<file path="src/inc/pwm_timer_pkg.sv">
// Shared constants for the four-channel buffered PWM timer.
package pwm_timer_pkg;

    // ************************************************************
    // Register map (byte registers, 5-bit address)
    // ************************************************************
    localparam logic [4:0] ADDR_STATUS_CONTROL = 5'h00;
    localparam logic [4:0] ADDR_COUNT_HIGH = 5'h01;
    localparam logic [4:0] ADDR_COUNT_LOW = 5'h02;
    localparam logic [4:0] ADDR_MODULO_HIGH = 5'h03;
    localparam logic [4:0] ADDR_MODULO_LOW = 5'h04;
    // Channel c: status/control at base+3c, compare high +1, low +2.
    localparam logic [4:0] ADDR_CHANNEL_BASE = 5'h05;
    localparam logic [4:0] ADDR_CHANNEL_STRIDE = 5'h03;

    // ************************************************************
    // Timer status/control fields
    // ************************************************************
    localparam int TSC_OVERFLOW_FLAG = 7;
    localparam int TSC_OVERFLOW_IRQ_ENABLE = 6;
    localparam int TSC_COUNTER_HALT = 5;
    localparam int TSC_COUNTER_RESET = 4;
    localparam int TSC_PRESCALE_MSB = 2;

    // ************************************************************
    // Channel status/control fields
    // ************************************************************
    localparam int CSC_EVENT_FLAG = 7;
    localparam int CSC_IRQ_ENABLE = 6;
    localparam int CSC_MODE_SELECT_B = 5;
    localparam int CSC_MODE_SELECT_A = 4;
    localparam int CSC_EDGE_LEVEL_MSB = 3;
    localparam int CSC_TOGGLE_AT_OVERFLOW = 1;
    localparam int CSC_FULL_DUTY_FORCE = 0;

    // ************************************************************
    // Encodings and reset values
    // ************************************************************
    localparam logic [2:0] PRESCALE_EXTERNAL = 3'h7;
    localparam logic [1:0] EDGE_LEVEL_NONE = 2'h0;
    localparam logic [1:0] EDGE_LEVEL_TOGGLE = 2'h1;
    localparam logic [1:0] EDGE_LEVEL_CLEAR = 2'h2;
    localparam logic [1:0] EDGE_LEVEL_SET = 2'h3;
    localparam logic [1:0] CAPTURE_RISING = 2'h1;
    localparam logic [1:0] CAPTURE_FALLING = 2'h2;
    localparam logic [15:0] MODULO_RESET = 16'hffff;
    localparam logic [6:0] CHANNEL_CTRL_RESET = 7'h00;
    localparam int PRESCALE_WIDTH = 6;

endpackage

</file>
<file path="src/design/timer_buffered_pwm_control.sv">
// Four-channel 16-bit timer with buffered PWM pairs and flag logic.
//
// Added by the designer: strobed register access and the placing of the registers.
`timescale 1ns/1ns
`default_nettype none
module timer_buffered_pwm_control
    import pwm_timer_pkg::*;
#(
    parameter int CHANNELS = 4
)
(
    input wire logic clock,
    input wire logic arst_n,
    input wire logic [4:0] address,
    input wire logic [7:0] write_data,
    input wire logic write_strobe,
    input wire logic read_strobe,
    output logic [7:0] read_data,
    input wire logic wait_mode,
    input wire logic stop_mode,
    input wire logic break_active,
    input wire logic break_clear_enable,
    input wire logic external_count_clock_pin,
    output logic external_clock_selected,
    input wire logic [CHANNELS-1:0] channel_pin_in,
    output logic [CHANNELS-1:0] channel_pin_out,
    output logic [CHANNELS-1:0] channel_pin_oe,
    output logic irq
);

    // ************************************************************
    // State
    // ************************************************************
    typedef struct packed {
        logic [15:0] counter;
        logic [PRESCALE_WIDTH-1:0] prescaler;
        logic [15:0] modulo;
        logic modulo_hold;
        logic overflow_flag;
        logic overflow_armed;
        logic overflow_irq_enable;
        logic counter_halt;
        logic [2:0] prescale_select;
        logic [7:0] count_low_latch;
        logic count_latched;
        logic [CHANNELS-1:0][6:0] channel_ctrl;
        logic [CHANNELS-1:0] channel_event_flag;
        logic [CHANNELS-1:0] channel_armed;
        logic [CHANNELS-1:0][15:0] compare;
        logic [CHANNELS-1:0] level;
        logic [CHANNELS-1:0] pin_prev;
        logic [CHANNELS-1:0] pin_oe;
        logic [1:0] last_written;
        logic [1:0] active_set;
        logic ext_sync1;
        logic ext_sync2;
        logic ext_prev;
        logic [7:0] read_data;
        logic irq;
        logic ext_selected;
    } state_type;

    state_type state;
    state_type next_state;

    logic access_write;
    logic access_read;
    logic clear_allowed;
    logic run;
    logic tick;
    logic overflow_event;
    logic [15:0] count_next;
    logic [PRESCALE_WIDTH-1:0] prescale_mask;
    logic [CHANNELS-1:0] channel_event;

    // ************************************************************
    // Next-state logic
    // ************************************************************

    // One process computes the whole next state so that event and
    // clear decisions in the same cycle are resolved in one place.
    always_comb
    begin
        next_state = state;
        channel_event = '0;
        // Wait mode locks the CPU out of the registers entirely.
        access_write = write_strobe && !wait_mode;
        access_read = read_strobe && !wait_mode;
        // Without break-clear enable a break blocks the clearing of every flag.
        clear_allowed = !break_active || break_clear_enable;
        next_state.read_data = 8'h00;

        // Synchroniser; only the second stage feeds the edge detector.
        next_state.ext_sync1 = external_count_clock_pin;
        next_state.ext_sync2 = state.ext_sync1;
        next_state.ext_prev = state.ext_sync2;
        next_state.ext_selected =
            (state.prescale_select == PRESCALE_EXTERNAL);

        // Counter source: divided bus clock or external rising edge.
        run = !state.counter_halt && !stop_mode && !break_active;
        prescale_mask = PRESCALE_WIDTH'((7'h01 << state.prescale_select)
            - 7'h01);
        if (state.prescale_select == PRESCALE_EXTERNAL)
        begin
            tick = run && state.ext_sync2 && !state.ext_prev;
        end
        else
        begin
            tick = run && ((state.prescaler & prescale_mask)
                == prescale_mask);
        end
        if (run)
        begin
            next_state.prescaler = state.prescaler + 1'b1;
        end
        overflow_event = tick && (state.counter == state.modulo);
        count_next = overflow_event ? 16'h0000 : state.counter + 16'h0001;
        if (tick)
        begin
            next_state.counter = count_next;
        end

        // Overflow flag: hardware set wins over a clear in the same cycle.
        if (access_read && address == ADDR_STATUS_CONTROL)
        begin
            next_state.read_data = {state.overflow_flag,
                state.overflow_irq_enable, state.counter_halt, 2'b00,
                state.prescale_select};
            if (state.overflow_flag && clear_allowed)
            begin
                next_state.overflow_armed = 1'b1;
            end
        end
        if (access_write && address == ADDR_STATUS_CONTROL)
        begin
            next_state.overflow_irq_enable = write_data[TSC_OVERFLOW_IRQ_ENABLE];
            next_state.counter_halt = write_data[TSC_COUNTER_HALT];
            next_state.prescale_select =
                write_data[TSC_PRESCALE_MSB -: 3];
            if (!write_data[TSC_OVERFLOW_FLAG] && state.overflow_armed
                && clear_allowed)
            begin
                next_state.overflow_flag = 1'b0;
                next_state.overflow_armed = 1'b0;
            end
            // Counter reset is a write-only action; it is never stored.
            if (write_data[TSC_COUNTER_RESET])
            begin
                next_state.counter = 16'h0000;
                next_state.prescaler = '0;
            end
        end
        if (overflow_event && !state.modulo_hold)
        begin
            next_state.overflow_flag = 1'b1;
            next_state.overflow_armed = 1'b0;
        end

        // Count registers: reading the high byte freezes the low byte.
        if (access_read && address == ADDR_COUNT_HIGH)
        begin
            next_state.read_data = state.counter[15:8];
            next_state.count_low_latch = state.counter[7:0];
            next_state.count_latched = 1'b1;
        end
        if (access_read && address == ADDR_COUNT_LOW)
        begin
            next_state.read_data = state.count_latched
                ? state.count_low_latch : state.counter[7:0];
            next_state.count_latched = 1'b0;
        end

        // Modulo: a high-byte write holds off overflow flagging until low.
        if (access_read && address == ADDR_MODULO_HIGH)
        begin
            next_state.read_data = state.modulo[15:8];
        end
        if (access_read && address == ADDR_MODULO_LOW)
        begin
            next_state.read_data = state.modulo[7:0];
        end
        if (access_write && address == ADDR_MODULO_HIGH)
        begin
            next_state.modulo[15:8] = write_data;
            next_state.modulo_hold = 1'b1;
        end
        if (access_write && address == ADDR_MODULO_LOW)
        begin
            next_state.modulo[7:0] = write_data;
            next_state.modulo_hold = 1'b0;
        end

        // At every overflow the pair's most recently written set takes over.
        for (int p = 0; p < 2; p++)
        begin
            if (!state.channel_ctrl[2*p][CSC_MODE_SELECT_B])
            begin
                next_state.active_set[p] = 1'b0;
            end
            else if (overflow_event)
            begin
                next_state.active_set[p] = state.last_written[p];
            end
        end

        // Per-channel register access, capture, compare and pin level.
        for (int c = 0; c < CHANNELS; c++)
        begin
            logic [4:0] base;
            logic partner_linked;
            logic linked;
            logic output_mode;
            logic [1:0] edge_level;
            logic [15:0] compare_value;
            logic rising;
            logic falling;
            base = 5'(ADDR_CHANNEL_BASE + ADDR_CHANNEL_STRIDE * 5'(c));
            // Odd channels are swallowed when their even partner links.
            partner_linked = (c % 2 == 1)
                && state.channel_ctrl[c-(c%2)][CSC_MODE_SELECT_B];
            linked = (c % 2 == 0)
                && state.channel_ctrl[c][CSC_MODE_SELECT_B];
            // The buffer-link bit decides before mode bit A is looked at.
            output_mode = linked
                || state.channel_ctrl[c][CSC_MODE_SELECT_A];
            edge_level = state.channel_ctrl[c][CSC_EDGE_LEVEL_MSB -: 2];
            compare_value = linked
                ? state.compare[c + int'(state.active_set[c/2])]
                : state.compare[c];
            rising = channel_pin_in[c] && !state.pin_prev[c];
            falling = !channel_pin_in[c] && state.pin_prev[c];
            next_state.pin_prev[c] = channel_pin_in[c];

            if (access_read && address == base)
            begin
                next_state.read_data = partner_linked ? 8'h00
                    : {state.channel_event_flag[c], state.channel_ctrl[c]};
                if (state.channel_event_flag[c] && clear_allowed)
                begin
                    next_state.channel_armed[c] = 1'b1;
                end
            end
            if (access_write && address == base && !partner_linked)
            begin
                next_state.channel_ctrl[c] = write_data[6:0];
                if ((c % 2) == 1)
                begin
                    next_state.channel_ctrl[c][CSC_MODE_SELECT_B] = 1'b0;
                end
                if (!write_data[CSC_EVENT_FLAG] && state.channel_armed[c]
                    && clear_allowed)
                begin
                    next_state.channel_event_flag[c] = 1'b0;
                    next_state.channel_armed[c] = 1'b0;
                end
            end
            if (access_read && address == base + 5'h01)
            begin
                next_state.read_data = state.compare[c][15:8];
            end
            if (access_read && address == base + 5'h02)
            begin
                next_state.read_data = state.compare[c][7:0];
            end
            if (access_write && address == base + 5'h01)
            begin
                next_state.compare[c][15:8] = write_data;
            end
            if (access_write && address == base + 5'h02)
            begin
                next_state.compare[c][7:0] = write_data;
            end
            // Remember which set of the pair software touched last.
            if (access_write && (address == base + 5'h01
                || address == base + 5'h02))
            begin
                next_state.last_written[c/2] = (c % 2 == 1);
            end

            if (!partner_linked && !stop_mode)
            begin
                if (!output_mode && edge_level != EDGE_LEVEL_NONE)
                begin
                    // Input capture on the selected edge.
                    if ((edge_level == CAPTURE_RISING && rising)
                        || (edge_level == CAPTURE_FALLING && falling)
                        || (edge_level == EDGE_LEVEL_SET
                        && (rising || falling)))
                    begin
                        channel_event[c] = 1'b1;
                        next_state.compare[c] = state.counter;
                    end
                end
                else if (output_mode)
                begin
                    if (edge_level == EDGE_LEVEL_NONE)
                    begin
                        // Timer does not own the pin; preset the level.
                        next_state.level[c] =
                            !state.channel_ctrl[c][CSC_MODE_SELECT_A];
                    end
                    else if (state.channel_ctrl[c][CSC_FULL_DUTY_FORCE]
                        && !state.channel_ctrl[c][CSC_TOGGLE_AT_OVERFLOW])
                    begin
                        next_state.level[c] = 1'b1;
                    end
                    else if (overflow_event
                        && state.channel_ctrl[c][CSC_TOGGLE_AT_OVERFLOW])
                    begin
                        // Without the toggle or full-duty bit the level is left alone,
                        // so the clearing compare keeps it low: 0% duty.
                        next_state.level[c] = !state.level[c];
                    end
                    if (tick && count_next == compare_value)
                    begin
                        channel_event[c] = 1'b1;
                        if (edge_level == EDGE_LEVEL_CLEAR)
                        begin
                            next_state.level[c] = 1'b0;
                        end
                        else if (edge_level == EDGE_LEVEL_SET)
                        begin
                            next_state.level[c] = 1'b1;
                        end
                        else if (edge_level == EDGE_LEVEL_TOGGLE)
                        begin
                            next_state.level[c] = !state.level[c];
                        end
                    end
                    // Full duty outranks a compare match, so a match at
                    // rollover cannot cut a one-cycle low glitch.
                    if (state.channel_ctrl[c][CSC_FULL_DUTY_FORCE]
                        && !state.channel_ctrl[c][CSC_TOGGLE_AT_OVERFLOW]
                        && edge_level != EDGE_LEVEL_NONE)
                    begin
                        next_state.level[c] = 1'b1;
                    end
                end
            end
            // An event landing with the clearing write still sets the flag.
            if (channel_event[c])
            begin
                next_state.channel_event_flag[c] = 1'b1;
                next_state.channel_armed[c] = 1'b0;
            end
            next_state.pin_oe[c] = !partner_linked && output_mode
                && edge_level != EDGE_LEVEL_NONE;
        end

        // Interrupt request, gated by the overflow and channel enables.
        next_state.irq = (next_state.overflow_flag
            && next_state.overflow_irq_enable);
        for (int c = 0; c < CHANNELS; c++)
        begin
            if (next_state.channel_event_flag[c]
                && next_state.channel_ctrl[c][CSC_IRQ_ENABLE])
            begin
                next_state.irq = 1'b1;
            end
        end
    end

    // ************************************************************
    // State register
    // ************************************************************

    // Counter halt is set at reset so nothing counts until software
    // has loaded the period and compare values.
    always_ff @(posedge clock or negedge arst_n)
    begin
        if (!arst_n)
        begin
            state <= '0;
            state.counter_halt <= 1'b1;
            state.modulo <= MODULO_RESET;
            state.channel_ctrl <= {CHANNELS{CHANNEL_CTRL_RESET}};
        end
        else
        begin
            state <= next_state;
        end
    end

    // ************************************************************
    // Outputs
    // ************************************************************

    // All outputs are taken straight from state flip-flops.
    assign read_data = state.read_data;
    assign external_clock_selected = state.ext_selected;
    assign channel_pin_out = state.level;
    assign channel_pin_oe = state.pin_oe;
    assign irq = state.irq;

endmodule // timer_buffered_pwm_control
`default_nettype wire

</file>
<file path="config.mk">
export PLATFORM = sky130hd
export DESIGN_NAME = timer_buffered_pwm_control
export DESIGN_NICKNAME = d
export VERILOG_FILES = /design/src/inc/pwm_timer_pkg.sv /design/src/design/timer_buffered_pwm_control.sv
export SDC_FILE = /design/constraint.sdc
export NUM_CORES = 1
export LEC_CHECK = 0
export BUFFER_PORTS_ARGS = -buffer_cell sky130_fd_sc_hd__buf_2
export CAP_MARGIN = 15
export CELL_PAD_IN_SITES_DETAIL_PLACEMENT = 1
export CELL_PAD_IN_SITES_GLOBAL_PLACEMENT = 1
export CORE_MARGIN = 3
export CORE_UTILIZATION = 49
export DETAILED_ROUTE_END_ITERATION = 6
export PLACE_DENSITY_LB_ADDON = 0.1
export RECOVER_POWER = 100
export SLEW_MARGIN = 40
export SYNTH_ARGS = -nofsm -noshare
export SYNTH_HDL_FRONTEND = slang
export SYNTH_SLANG_ARGS = --single-unit
</file>
<file path="constraint.sdc">
create_clock -name clock -period 4 [get_ports clock]
set_clock_uncertainty 0.2 [all_clocks]
set_input_delay 0.2 -clock clock [delete_from_list [all_inputs] [get_ports clock]]
set_output_delay 0.2 -clock clock [all_outputs]
set_load 0.005 [all_outputs]
</file>
==> results of run 1 <==
-- cells in the mapped netlist, types with 16 or more instances --
library cell               number
sky130_fd_sc_hd__nand3_1       32
sky130_fd_sc_hd__buf_2         16
sky130_fd_sc_hd__nor2_1       101
sky130_fd_sc_hd__o21ai_0      107
sky130_fd_sc_hd__xnor2_1       39
sky130_fd_sc_hd__buf_4         21
sky130_fd_sc_hd__a21oi_1       68
sky130_fd_sc_hd__clkbuf_1      54
sky130_fd_sc_hd__nor3_1        28
sky130_fd_sc_hd__mux2_2        45
sky130_fd_sc_hd__nand2_1      201
sky130_fd_sc_hd__dfrtp_1      165
sky130_fd_sc_hd__mux2i_1      109
sky130_fd_sc_hd__dfstp_2       17
sky130_fd_sc_hd__nand2b_1      22
sky130_fd_sc_hd__nand4_1       20
sky130_fd_sc_hd__inv_1         28
-- worst max path at each step --
stage	startpoint	end	slack, ns	depth (start not counted)
2_1_floorplan	state[168]	channel_pin_out[1]	0.83	14
6_report	state[168]	channel_pin_out[3]	0.20	11
3_5_place_dp	state[168]	channel_pin_out[3]	0.31	11
5_1_grt	state[168]	irq	0.0001	11
3_3_place_gp	state[168]	irq	0.44	11
4_1_cts	state[168]	channel_pin_out[3]	0.29	11
-- routing by layer --
metal	track usage, %	wire, µm	vias to the layer above
met5	0	0	-
met4	18.1	2730	0
met3	7.60	4070	171
met2	59.7	22500	594
met1	48.8	20100	5842
li1	-	-	4937
-- layout by cell type, fill, tap and decap left out, types with 13 or more instances in the layout --
master,synthesis,routed
sky130_fd_sc_hd__clkbuf_16,0,17
sky130_fd_sc_hd__or3_1,14,14
sky130_fd_sc_hd__nand2_1,201,201
sky130_fd_sc_hd__clkbuf_1,54,26
sky130_fd_sc_hd__inv_1,28,28
sky130_fd_sc_hd__nor2_1,101,101
sky130_fd_sc_hd__nand3_1,32,32
sky130_fd_sc_hd__buf_2,16,27
sky130_fd_sc_hd__mux2i_1,109,109
sky130_fd_sc_hd__xnor2_1,39,38
sky130_fd_sc_hd__o221ai_1,15,15
sky130_fd_sc_hd__a31oi_1,13,13
sky130_fd_sc_hd__mux2_2,45,42
sky130_fd_sc_hd__nand4_1,20,20
sky130_fd_sc_hd__a21oi_1,68,69
sky130_fd_sc_hd__dfrtp_1,165,165
sky130_fd_sc_hd__nor3_1,28,27
sky130_fd_sc_hd__dfstp_2,17,17
sky130_fd_sc_hd__o21ai_0,107,107
sky130_fd_sc_hd__nand2b_1,22,22
sky130_fd_sc_hd__buf_4,21,48
-- per-stage QoR --
stage | util (%) | hold slack, ns | instance area [µm²] | std cells | power, mW
CTS | 55.9 | 0.00755 | 13300 | 1715 | 6.23
global placement | 53.0 | 0.111 | 12600 | 1677 | 4.38
detailed placement | 53.0 | 0.110 | 12600 | 1677 | 4.44
floorplan | - | -0.296 | 12000 | 1358 | 3.75
global route | 55.6 | 0.0283 | 13200 | 1716 | 6.54
finish | 55.6 | 0.0216 | 13200 | 1717 | 6.25
-- power breakdown --
group	internal [mW]	switching, mW	leakage, nW
clock	0.868	0.922	0.294
combinational	0.763	1.10	3.26
sequential	2.14	0.456	2.35
-- critical path, stage by stage, from the launching register on --
cell and delay, ns:
sky130_fd_sc_hd__dfrtp_1 0.55, sky130_fd_sc_hd__ha_1 0.42, sky130_fd_sc_hd__nand3_1 0.26, sky130_fd_sc_hd__nor4_1 0.48, sky130_fd_sc_hd__nor2_2 0.19, sky130_fd_sc_hd__xnor2_1 0.16, sky130_fd_sc_hd__o21ai_0 0.17, sky130_fd_sc_hd__and4_1 0.23
sky130_fd_sc_hd__nand4_1 0.31, sky130_fd_sc_hd__mux2_1 0.43, sky130_fd_sc_hd__a31oi_1 0.17, sky130_fd_sc_hd__o31a_1 0.16
-- cell families (layout without fill, tap and decap cells) --
kind of cell	count (synthesis)	after routing	synth area share (%)
and+or+nand+nor	500	500	20.5
AOI/OAI and AO/OA	323	323	17.3
DFF	182	182	38.0
muxes	156	156	13.5
buffers and inverters	133	172	5.46
xor gates and xnor gates	54	54	4.21
adders and majority gates	10	10	1.04
other	0	1	0
-- state kept, by name, summed over array words and instances (netlist names) --
signal,flops
read_data,8
next_state,2
state,162
channel_pin_oe,4
channel_pin_out,4
external_clock_selected,1
irq,1
-- final cells by class --
cell class / count / area [µm²] / area share (%)
multi-input cells: 1043 / 6850 / 51.7
flip-flops and latches: 182 / 4580 / 34.6
repair buffers: 111 / 694 / 5.25
clock buffers: 18 / 439 / 3.32
well taps: 319 / 399 / 3.01
clock inverters: 14 / 174 / 1.31
inverters: 29 / 109 / 0.822
diodes: 1 / 2.50 / 0.0189
==> reports/results.ini, run 1 <==
[critical_path]
timing.critical_path.fanout_max = 8
r2r_end = channel_pin_out[3]
end_kind = flop
critical_path_arrival_ns = 3.99
crit_type = flop to flop
critPathLaunchType = flop
r2r.worst_path.cells = 11
startpoint_of_the_worst_slack_reg_to_reg_timing_path = state[168]
cp.required_ns = 4.20
reg_to_reg_setup_timing_slack_ns = 0.20

[synthesis]
ys.warnings.count = 0
synth.lib_cells_used.distinct = 90
avgSynthCellArea_um2 = 8.87
post_synth_instance_area_um2 = 12000
synthesis.instances = 1358
synth_top_flop_cell = sky130_fd_sc_hd__dfrtp_1
synth_nets = 1394
yosys.area.top_type = sky130_fd_sc_hd__dfrtp_1
synth-seq-area-share_pct = 38.0
post-synth-top-area-fraction_pct = 34.3
synth_edf_count = 0
postSynthRegisterBits = 182
netlist_top_cells_area = sky130_fd_sc_hd__dfrtp_1 (34%), sky130_fd_sc_hd__mux2i_1 (9.1%), sky130_fd_sc_hd__nand2_1 (6.3%)
synth_async_sr_flop_share_pct = 100

[pwr]
power_density_over_cell_area_nw_per_um2 = 472
power.ir.vdd_worst_v = 0.000224
power.static_leakage_nw = 5.91

[cts]
clockBufferDepth = 2
clock_tree.root_cell = sky130_fd_sc_hd__clkbuf_16
cts_setup_buffers = 0
ctsResizeCount = 0
cts_tree = built
cts_htree_levels = 4
clock_sinks = 182
hold_buffers = 6
worstSkewPairLatency_ns = 0.46
cts.reportedPaths.clkPinSlew_ns = 0.08
numCtsBuffers = 17

[floorplanning]
start_util_pct = 50.6
fp.dieH_um = 163
die_w_um = 163
floorplan.io_pins = 44
coreArea_um2 = 23800
die-area_um2 = 26500
placementRows = 56

[routing]
post_drt_via_cell_ratio = 6.72
initialDrtViolationCount = 1270
ant_nets = 0
drt-pass1-iter-count = 6
drt-total-wl_um = 49400
detail_route.drc_violations = 0
vias = 11544
detail_route.wl_per_cell_um = 28.8

[sta]
max_slew_margin_pct = -17.9
timing.setup.tns_ns = 0
maxClockFrequency_mhz = 263
rsz_0062_raised_after_global_routing = false
timing_hold_violations_final = 0
finalSetupViolations = 0
worst_slew_pin_tran_ns = 1.77
final.min_clock_period_ns = 3.80
maxSlewViolCount = 119
worst_slack_ns = 0.202
final_min_period_over_clock_period_pct = 95.0

[global_route]
initial_antenna_violation_count = 2
grt_usage_pct = 37.5
overflow = 0
grt_pass1_wl_um = 74500
number_of_global_route_vias_before_repair = 11785
maximum_number_of_pins_on_one_net_before_global_route_repair = 101

[layout]
share_of_cells_above_drive_strength_1_pct = 14.9
nets = 1420
area_growth_syn_to_layout_pct = 9.91
filler_cell_count = 2777

[place]
preCtsSetupSlack_ns = 0.309
detailed_placement_wirelength_estimate_um = 35700
io_buffer_count = 43
final_gp_congestion = 0.982

[run]
max_cap_viol_count = 3

[min_path]
timing.hold.worst.class = input port to flop
hp-start = write_data[4]
hold_path_end = state[126]
min_path_cells = 3

[status]
status = finished with violations
failed_checks = capacitance limit, slew limit

No activity file was read; power rests on OpenSTA's default activity.
==> run 2: changes to the inputs <==
Settings changed: REMOVE_ABC_BUFFERS set to 1, SLEW_MARGIN 40 to 30.
==> reports/results.ini, run 2 (same netlist as run 1, synthesis figures left out) <==
[status]
status = finished with violations
failed_checks = capacitance limit, slew limit

[critical_path]
reg_to_reg_setup_timing_slack_ns = 0.26
critical_path_arrival_ns = 3.94
crit_type = flop to flop
cp_slowest_stage_delay_ns = 0.55
cell_repeated_most_along_the_worst_path = sky130_fd_sc_hd__nand4_1
cp.required_ns = 4.20
worstPathBufferInverterCount = 1
cpLargestDelayFamily = simple AND/OR/NAND/NOR gates
crit_chain = xnor2_1 > nand4_1 > nor4_4 > and3_1 > buf_12 > o21ai_0 > a22oi_1 > nand4_1 > mux2_1 > a31oi_1 > o31a_1
timing.critical_path.fanout_max = 25
timing.critical_path.slowest_stage_cell = sky130_fd_sc_hd__dfrtp_1
critPathLaunchType = flop
end_kind = flop

[floorplanning]
die-area_um2 = 26500
coreArea_um2 = 23800
start_util_pct = 50.6
die_w_um = 163
floorplan.io_pins = 44
placementRows = 56
fp.dieH_um = 163

[sta]
max_slew_margin_pct = -77.0
timing.setup.tns_ns = 0
timing_hold_violations_final = 0
final_min_period_over_clock_period_pct = 93.6
finalSetupViolations = 0
maxSlewViolCount = 96
worst_slew_pin_tran_ns = 2.65
rsz_0062_raised_after_global_routing = false
final.min_clock_period_ns = 3.74
maxClockFrequency_mhz = 267

[layout]
area_growth_syn_to_layout_pct = 10.3
filler_cell_count = 2800
final_core_utilization_pct = 55.8
count_of_inserted_antenna_diode_cells = 0
layout.area.seq_um2 = 4580
multiInputGateArea_um2 = 6840
largest_register_ff_count = 162
regMostFlops = state
share_of_cells_above_drive_strength_1_pct = 15.1
most_common_cell_after_layout_fill_and_taps_aside = sky130_fd_sc_hd__nand2_1
final_cells = 1722
layout_common_cells = sky130_fd_sc_hd__nand2_1 (201), sky130_fd_sc_hd__dfrtp_1 (165), sky130_fd_sc_hd__mux2i_1 (109)
nets = 1426

[routing]
ant_nets = 0
drt-total-wl_um = 51400
initialDrtViolationCount = 1403
detail_route.drc_violations = 0
detail_route.wl_per_cell_um = 29.9
vias = 11572
post_drt_via_cell_ratio = 6.72
drt-pass1-iter-count = 6

[place]
io_buffer_count = 43
final_gp_congestion = 0.985
detailed_placement_wirelength_estimate_um = 36900
placed_cells = 1684

[min_path]
timing.hold.worst.class = input port to flop

[cts]
cts_htree_levels = 4
worstSkewPairLatency_ns = 0.45
clockBufferDepth = 2
clock_sinks = 182
cts.reportedPaths.clkPinSlew_ns = 0.09
cts_tree = built
numCtsBuffers = 17
clock_tree.root_cell = sky130_fd_sc_hd__clkbuf_16

[global_route]
initial_antenna_violation_count = 1
maximum_number_of_pins_on_one_net_before_global_route_repair = 97
number_of_global_route_vias_before_repair = 11985
grt_usage_pct = 39.0
grt_pass1_wl_um = 76900
overflow = 0

[pwr]
post_route_total_power_mw = 6.28
power.ir.vdd_worst_v = 0.000282
power.static_leakage_nw = 5.94
power_density_over_cell_area_nw_per_um2 = 472

[run]
max_cap_viol_count = 2

run 2: changes by cell type in the layout (fill, tap and decap cells not counted), moves of 2 or more:
cell and delta:
sky130_fd_sc_hd__inv_6 -2, sky130_fd_sc_hd__clkinv_8 +2, sky130_fd_sc_hd__buf_12 +2, sky130_fd_sc_hd__buf_4 +3
run 2: per-layer routing:
layer | GRT usage [%] | wire [µm] | share of wire (%) | vias to the layer above
li1 | - | - | - | 4962
met1 | 51.1 | 20600 | 40 | 5750
met2 | 61.1 | 23000 | 45 | 674
met3 | 8.27 | 4750 | 9.2 | 186
met4 | 20.0 | 3110 | 6.1 | 0
met5 | 0 | 0 | 0 | -
run 2: repair_timing:
item | 4_1_cts | 5_1_grt
gates resized for setup | 0 | 0
endpoints found under the hold margin | 89 | 0
hold buffers | 6 | 0
setup buffers | 0 | 0
setup endpoints to repair | 0 | 0
run 2: cell type report:
class                   count  area share, %
well taps                 319           3.00
multi-input cells        1043           51.5
clock inverters            15           1.51
inverters                  29          0.819
clock buffers              17           3.20
repair buffers            117           5.55
flip-flops and latches    182           34.4
run 2: final timing paths:
path	startpoint	end	cells after the start
max in group asynchronous	arst_n	state[35]	3
hold / removal	write_data[7]	state[60]	3
setup / recovery	state[171]	channel_pin_out[3]	11
hold reg to reg	next_state[11]	next_state[10]	0
setup reg to reg	state[171]	channel_pin_out[3]	11
min in group asynchronous	arst_n	state[90]	2
run 2: power breakdown:
part | switching [mW] | total (mW) | internal, mW | leakage [nW]
Sequential | 0.473 | 2.61 | 2.14 | 2.35
Combinational | 1.10 | 1.86 | 0.769 | 3.29
Clock | 0.940 | 1.80 | 0.861 | 0.301
run 2: per-stage QoR:
step / area, µm² / hold WS, ns / worst slack (ns)
after detailed placement: 12700 / 0.109 / 0.351
final: 13300 / 0.0547 / 0.257
after floorplan: 11500 / -0.296 / -0.0400
after global routing: 13300 / 0.0607 / 0.0379
after CTS: 13400 / 0.0276 / 0.317
after global placement: 12700 / 0.110 / 0.320
run 2: worst register-to-register path: stages, from the launching register on:
cell and delay (ns):
sky130_fd_sc_hd__dfrtp_1 0.55, sky130_fd_sc_hd__xnor2_1 0.35, sky130_fd_sc_hd__nand4_1 0.24, sky130_fd_sc_hd__nor4_4 0.48, sky130_fd_sc_hd__and3_1 0.26, sky130_fd_sc_hd__buf_12 0.22, sky130_fd_sc_hd__o21ai_0 0.16, sky130_fd_sc_hd__a22oi_1 0.24
sky130_fd_sc_hd__nand4_1 0.29, sky130_fd_sc_hd__mux2_1 0.39, sky130_fd_sc_hd__a31oi_1 0.16, sky130_fd_sc_hd__o31a_1 0.15
==> run 3: changes to the inputs <==
Settings changed: GPL_TIMING_DRIVEN set to 0, HOLD_SLACK_MARGIN set to 0.03.
==> reports/results.ini, run 3 (same netlist as run 1, synthesis figures left out) <==
[sta]
worst_slew_pin_tran_ns = 1.88
maxSlewViolCount = 173
final_min_period_over_clock_period_pct = 97.2
finalSetupViolations = 0
rsz_0062_raised_after_global_routing = false
max_slew_margin_pct = -25.7
timing_hold_violations_final = 0
maxClockFrequency_mhz = 257
final.min_clock_period_ns = 3.89

[critical_path]
cp_slowest_stage_delay_ns = 1.11
r2r.worst_path.cells = 11
timing.critical_path.fanout_max = 32
critical_path.startpoint = address[1]
startpoint_of_the_worst_slack_reg_to_reg_timing_path = state[168]
end_kind = flop
crit_chain = clkbuf_1 > and2_0 > nand2_1 > nor3_1 > clkbuf_2 > mux2i_1 > o21ai_0
critPathLaunchType = input port
crit_type = input port to flop
cp.required_ns = 4.11
r2r_end = irq
reg_to_reg_setup_timing_slack_ns = 0.16
critical_path_arrival_ns = 4.00
timing.critical_path.slowest_stage_cell = sky130_fd_sc_hd__clkbuf_1

[global_route]
busiest_layer = met2
grt_usage_pct = 35.5
groute.layer.met2.usage_pct = 57.4
maximum_number_of_pins_on_one_net_before_global_route_repair = 73
number_of_global_route_vias_before_repair = 11495
overflow = 0
global_route.usage.met3_pct = 6.49
global_route.usage.met1_pct = 46.1
initial_antenna_violation_count = 2
grt_pass1_wl_um = 70700

[floorplanning]
die-area_um2 = 26500
start_util_pct = 50.6
coreArea_um2 = 23800
fp.dieH_um = 163
die_w_um = 163
floorplan.io_pins = 44
placementRows = 56

[layout]
most_common_cell_after_layout_fill_and_taps_aside = sky130_fd_sc_hd__nand2_1
final_cells = 1684
filler_cell_count = 2793
design_area_um2 = 13100
area_growth_syn_to_layout_pct = 8.70
multiInputGateArea_um2 = 6960
share_of_cells_above_drive_strength_1_pct = 15.5
nets = 1387
final_core_utilization_pct = 55.0
layout.area.seq_um2 = 4600
regMostFlops = state
largest_register_ff_count = 162
layout_common_cells = sky130_fd_sc_hd__nand2_1 (199), sky130_fd_sc_hd__dfrtp_1 (148), sky130_fd_sc_hd__mux2i_1 (109)

[pwr]
power_density_over_cell_area_nw_per_um2 = 470
power.static_leakage_nw = 5.77
post_route_total_power_mw = 6.16
power.ir.vdd_worst_v = 0.000359

[routing]
detail_route.wl_per_cell_um = 28.2
drt-pass1-iter-count = 6
drt-total-wl_um = 47500
ant_nets = 0
initialDrtViolationCount = 1130
vias = 11347
detail_route.drc_violations = 0
post_drt_via_cell_ratio = 6.74

[status]
status = finished with violations
failed_checks = capacitance limit, slew limit

[cts]
worstSkewPairLatency_ns = 0.45
cts.reportedPaths.clkPinSlew_ns = 0.08
cts_htree_levels = 4
numCtsBuffers = 17
cts_tree = built
clock_sinks = 182
clockBufferDepth = 2
clock_tree.root_cell = sky130_fd_sc_hd__clkbuf_16

[min_path]
timing.hold.worst.class = input port to async pin

[place]
detailed_placement_wirelength_estimate_um = 32600
placed_cells = 1641
final_gp_congestion = 0.980
io_buffer_count = 43
postPlaceCellArea_um2 = 12400

[run]
max_cap_viol_count = 3

## run 3: repair_timing
item	in CTS	in global routing
endpoints found under the setup margin	12	8
setup buffers	0	2
hold buffers	7	0
gates cloned	0	1
hold endpoints to repair	178	0
pin swaps	0	1
resized for setup	20	13
## run 3: layout make-up
type / instances / share of cell area (%)
clock inverter: 13 / 1.06
sequential: 182 / 35.2
clock buffer: 19 / 3.31
timing repair buffer: 77 / 3.45
multi-input combinational: 1044 / 53.1
inverter: 29 / 0.831
tap: 319 / 3.05
antenna: 1 / 0.0191
## run 3: layer usage
layer,vias to the layer above,part of all wire [%],routed length [µm]
met5,-,0,0
met4,0,5.2,2450
met3,147,8.6,4100
met2,591,46,21900
met1,5729,40,19000
li1,4880,-,-
## run 3: critical path: cells and delay by family
kind / cells / cell delay (ns)
mux: 1 / 0.21
buf+inv: 2 / 1.53
simple gates: 3 / 1.94
compound gates: 1 / 0.10
## run 3: worst max-delay path by stage
stage	to	slack, ns	cells after the start
after floorplan	state[95]	-0.04	9
after global placement	channel_pin_out[0]	-2.48	9
after detailed placement	channel_pin_out[3]	-0.38	11
after CTS	channel_pin_out[3]	0.06	11
after global routing	channel_pin_out[3]	0.02	11
final	state[89]	0.11	7
## run 3: per-stage QoR
| step | hold WS, ns | worst slack [ns] | setup TNS [ns] |
|---|---|---|---|
| finish | 0.0191 | 0.112 | 0 |
| CTS | 0.0312 | 0.0632 | 0 |
| global placement | 0.109 | -2.48 | -217.53 |
| detailed placement | -0.0684 | -0.383 | -2.01 |
| global route | 0.0533 | 0.0152 | 0 |
| floorplan | -0.296 | -0.0400 | -0.0400 |
## run 3: where the power goes
part	internal, mW	switching, mW
Combinational	0.744	1.02
Sequential	2.15	0.542
Clock	0.831	0.867
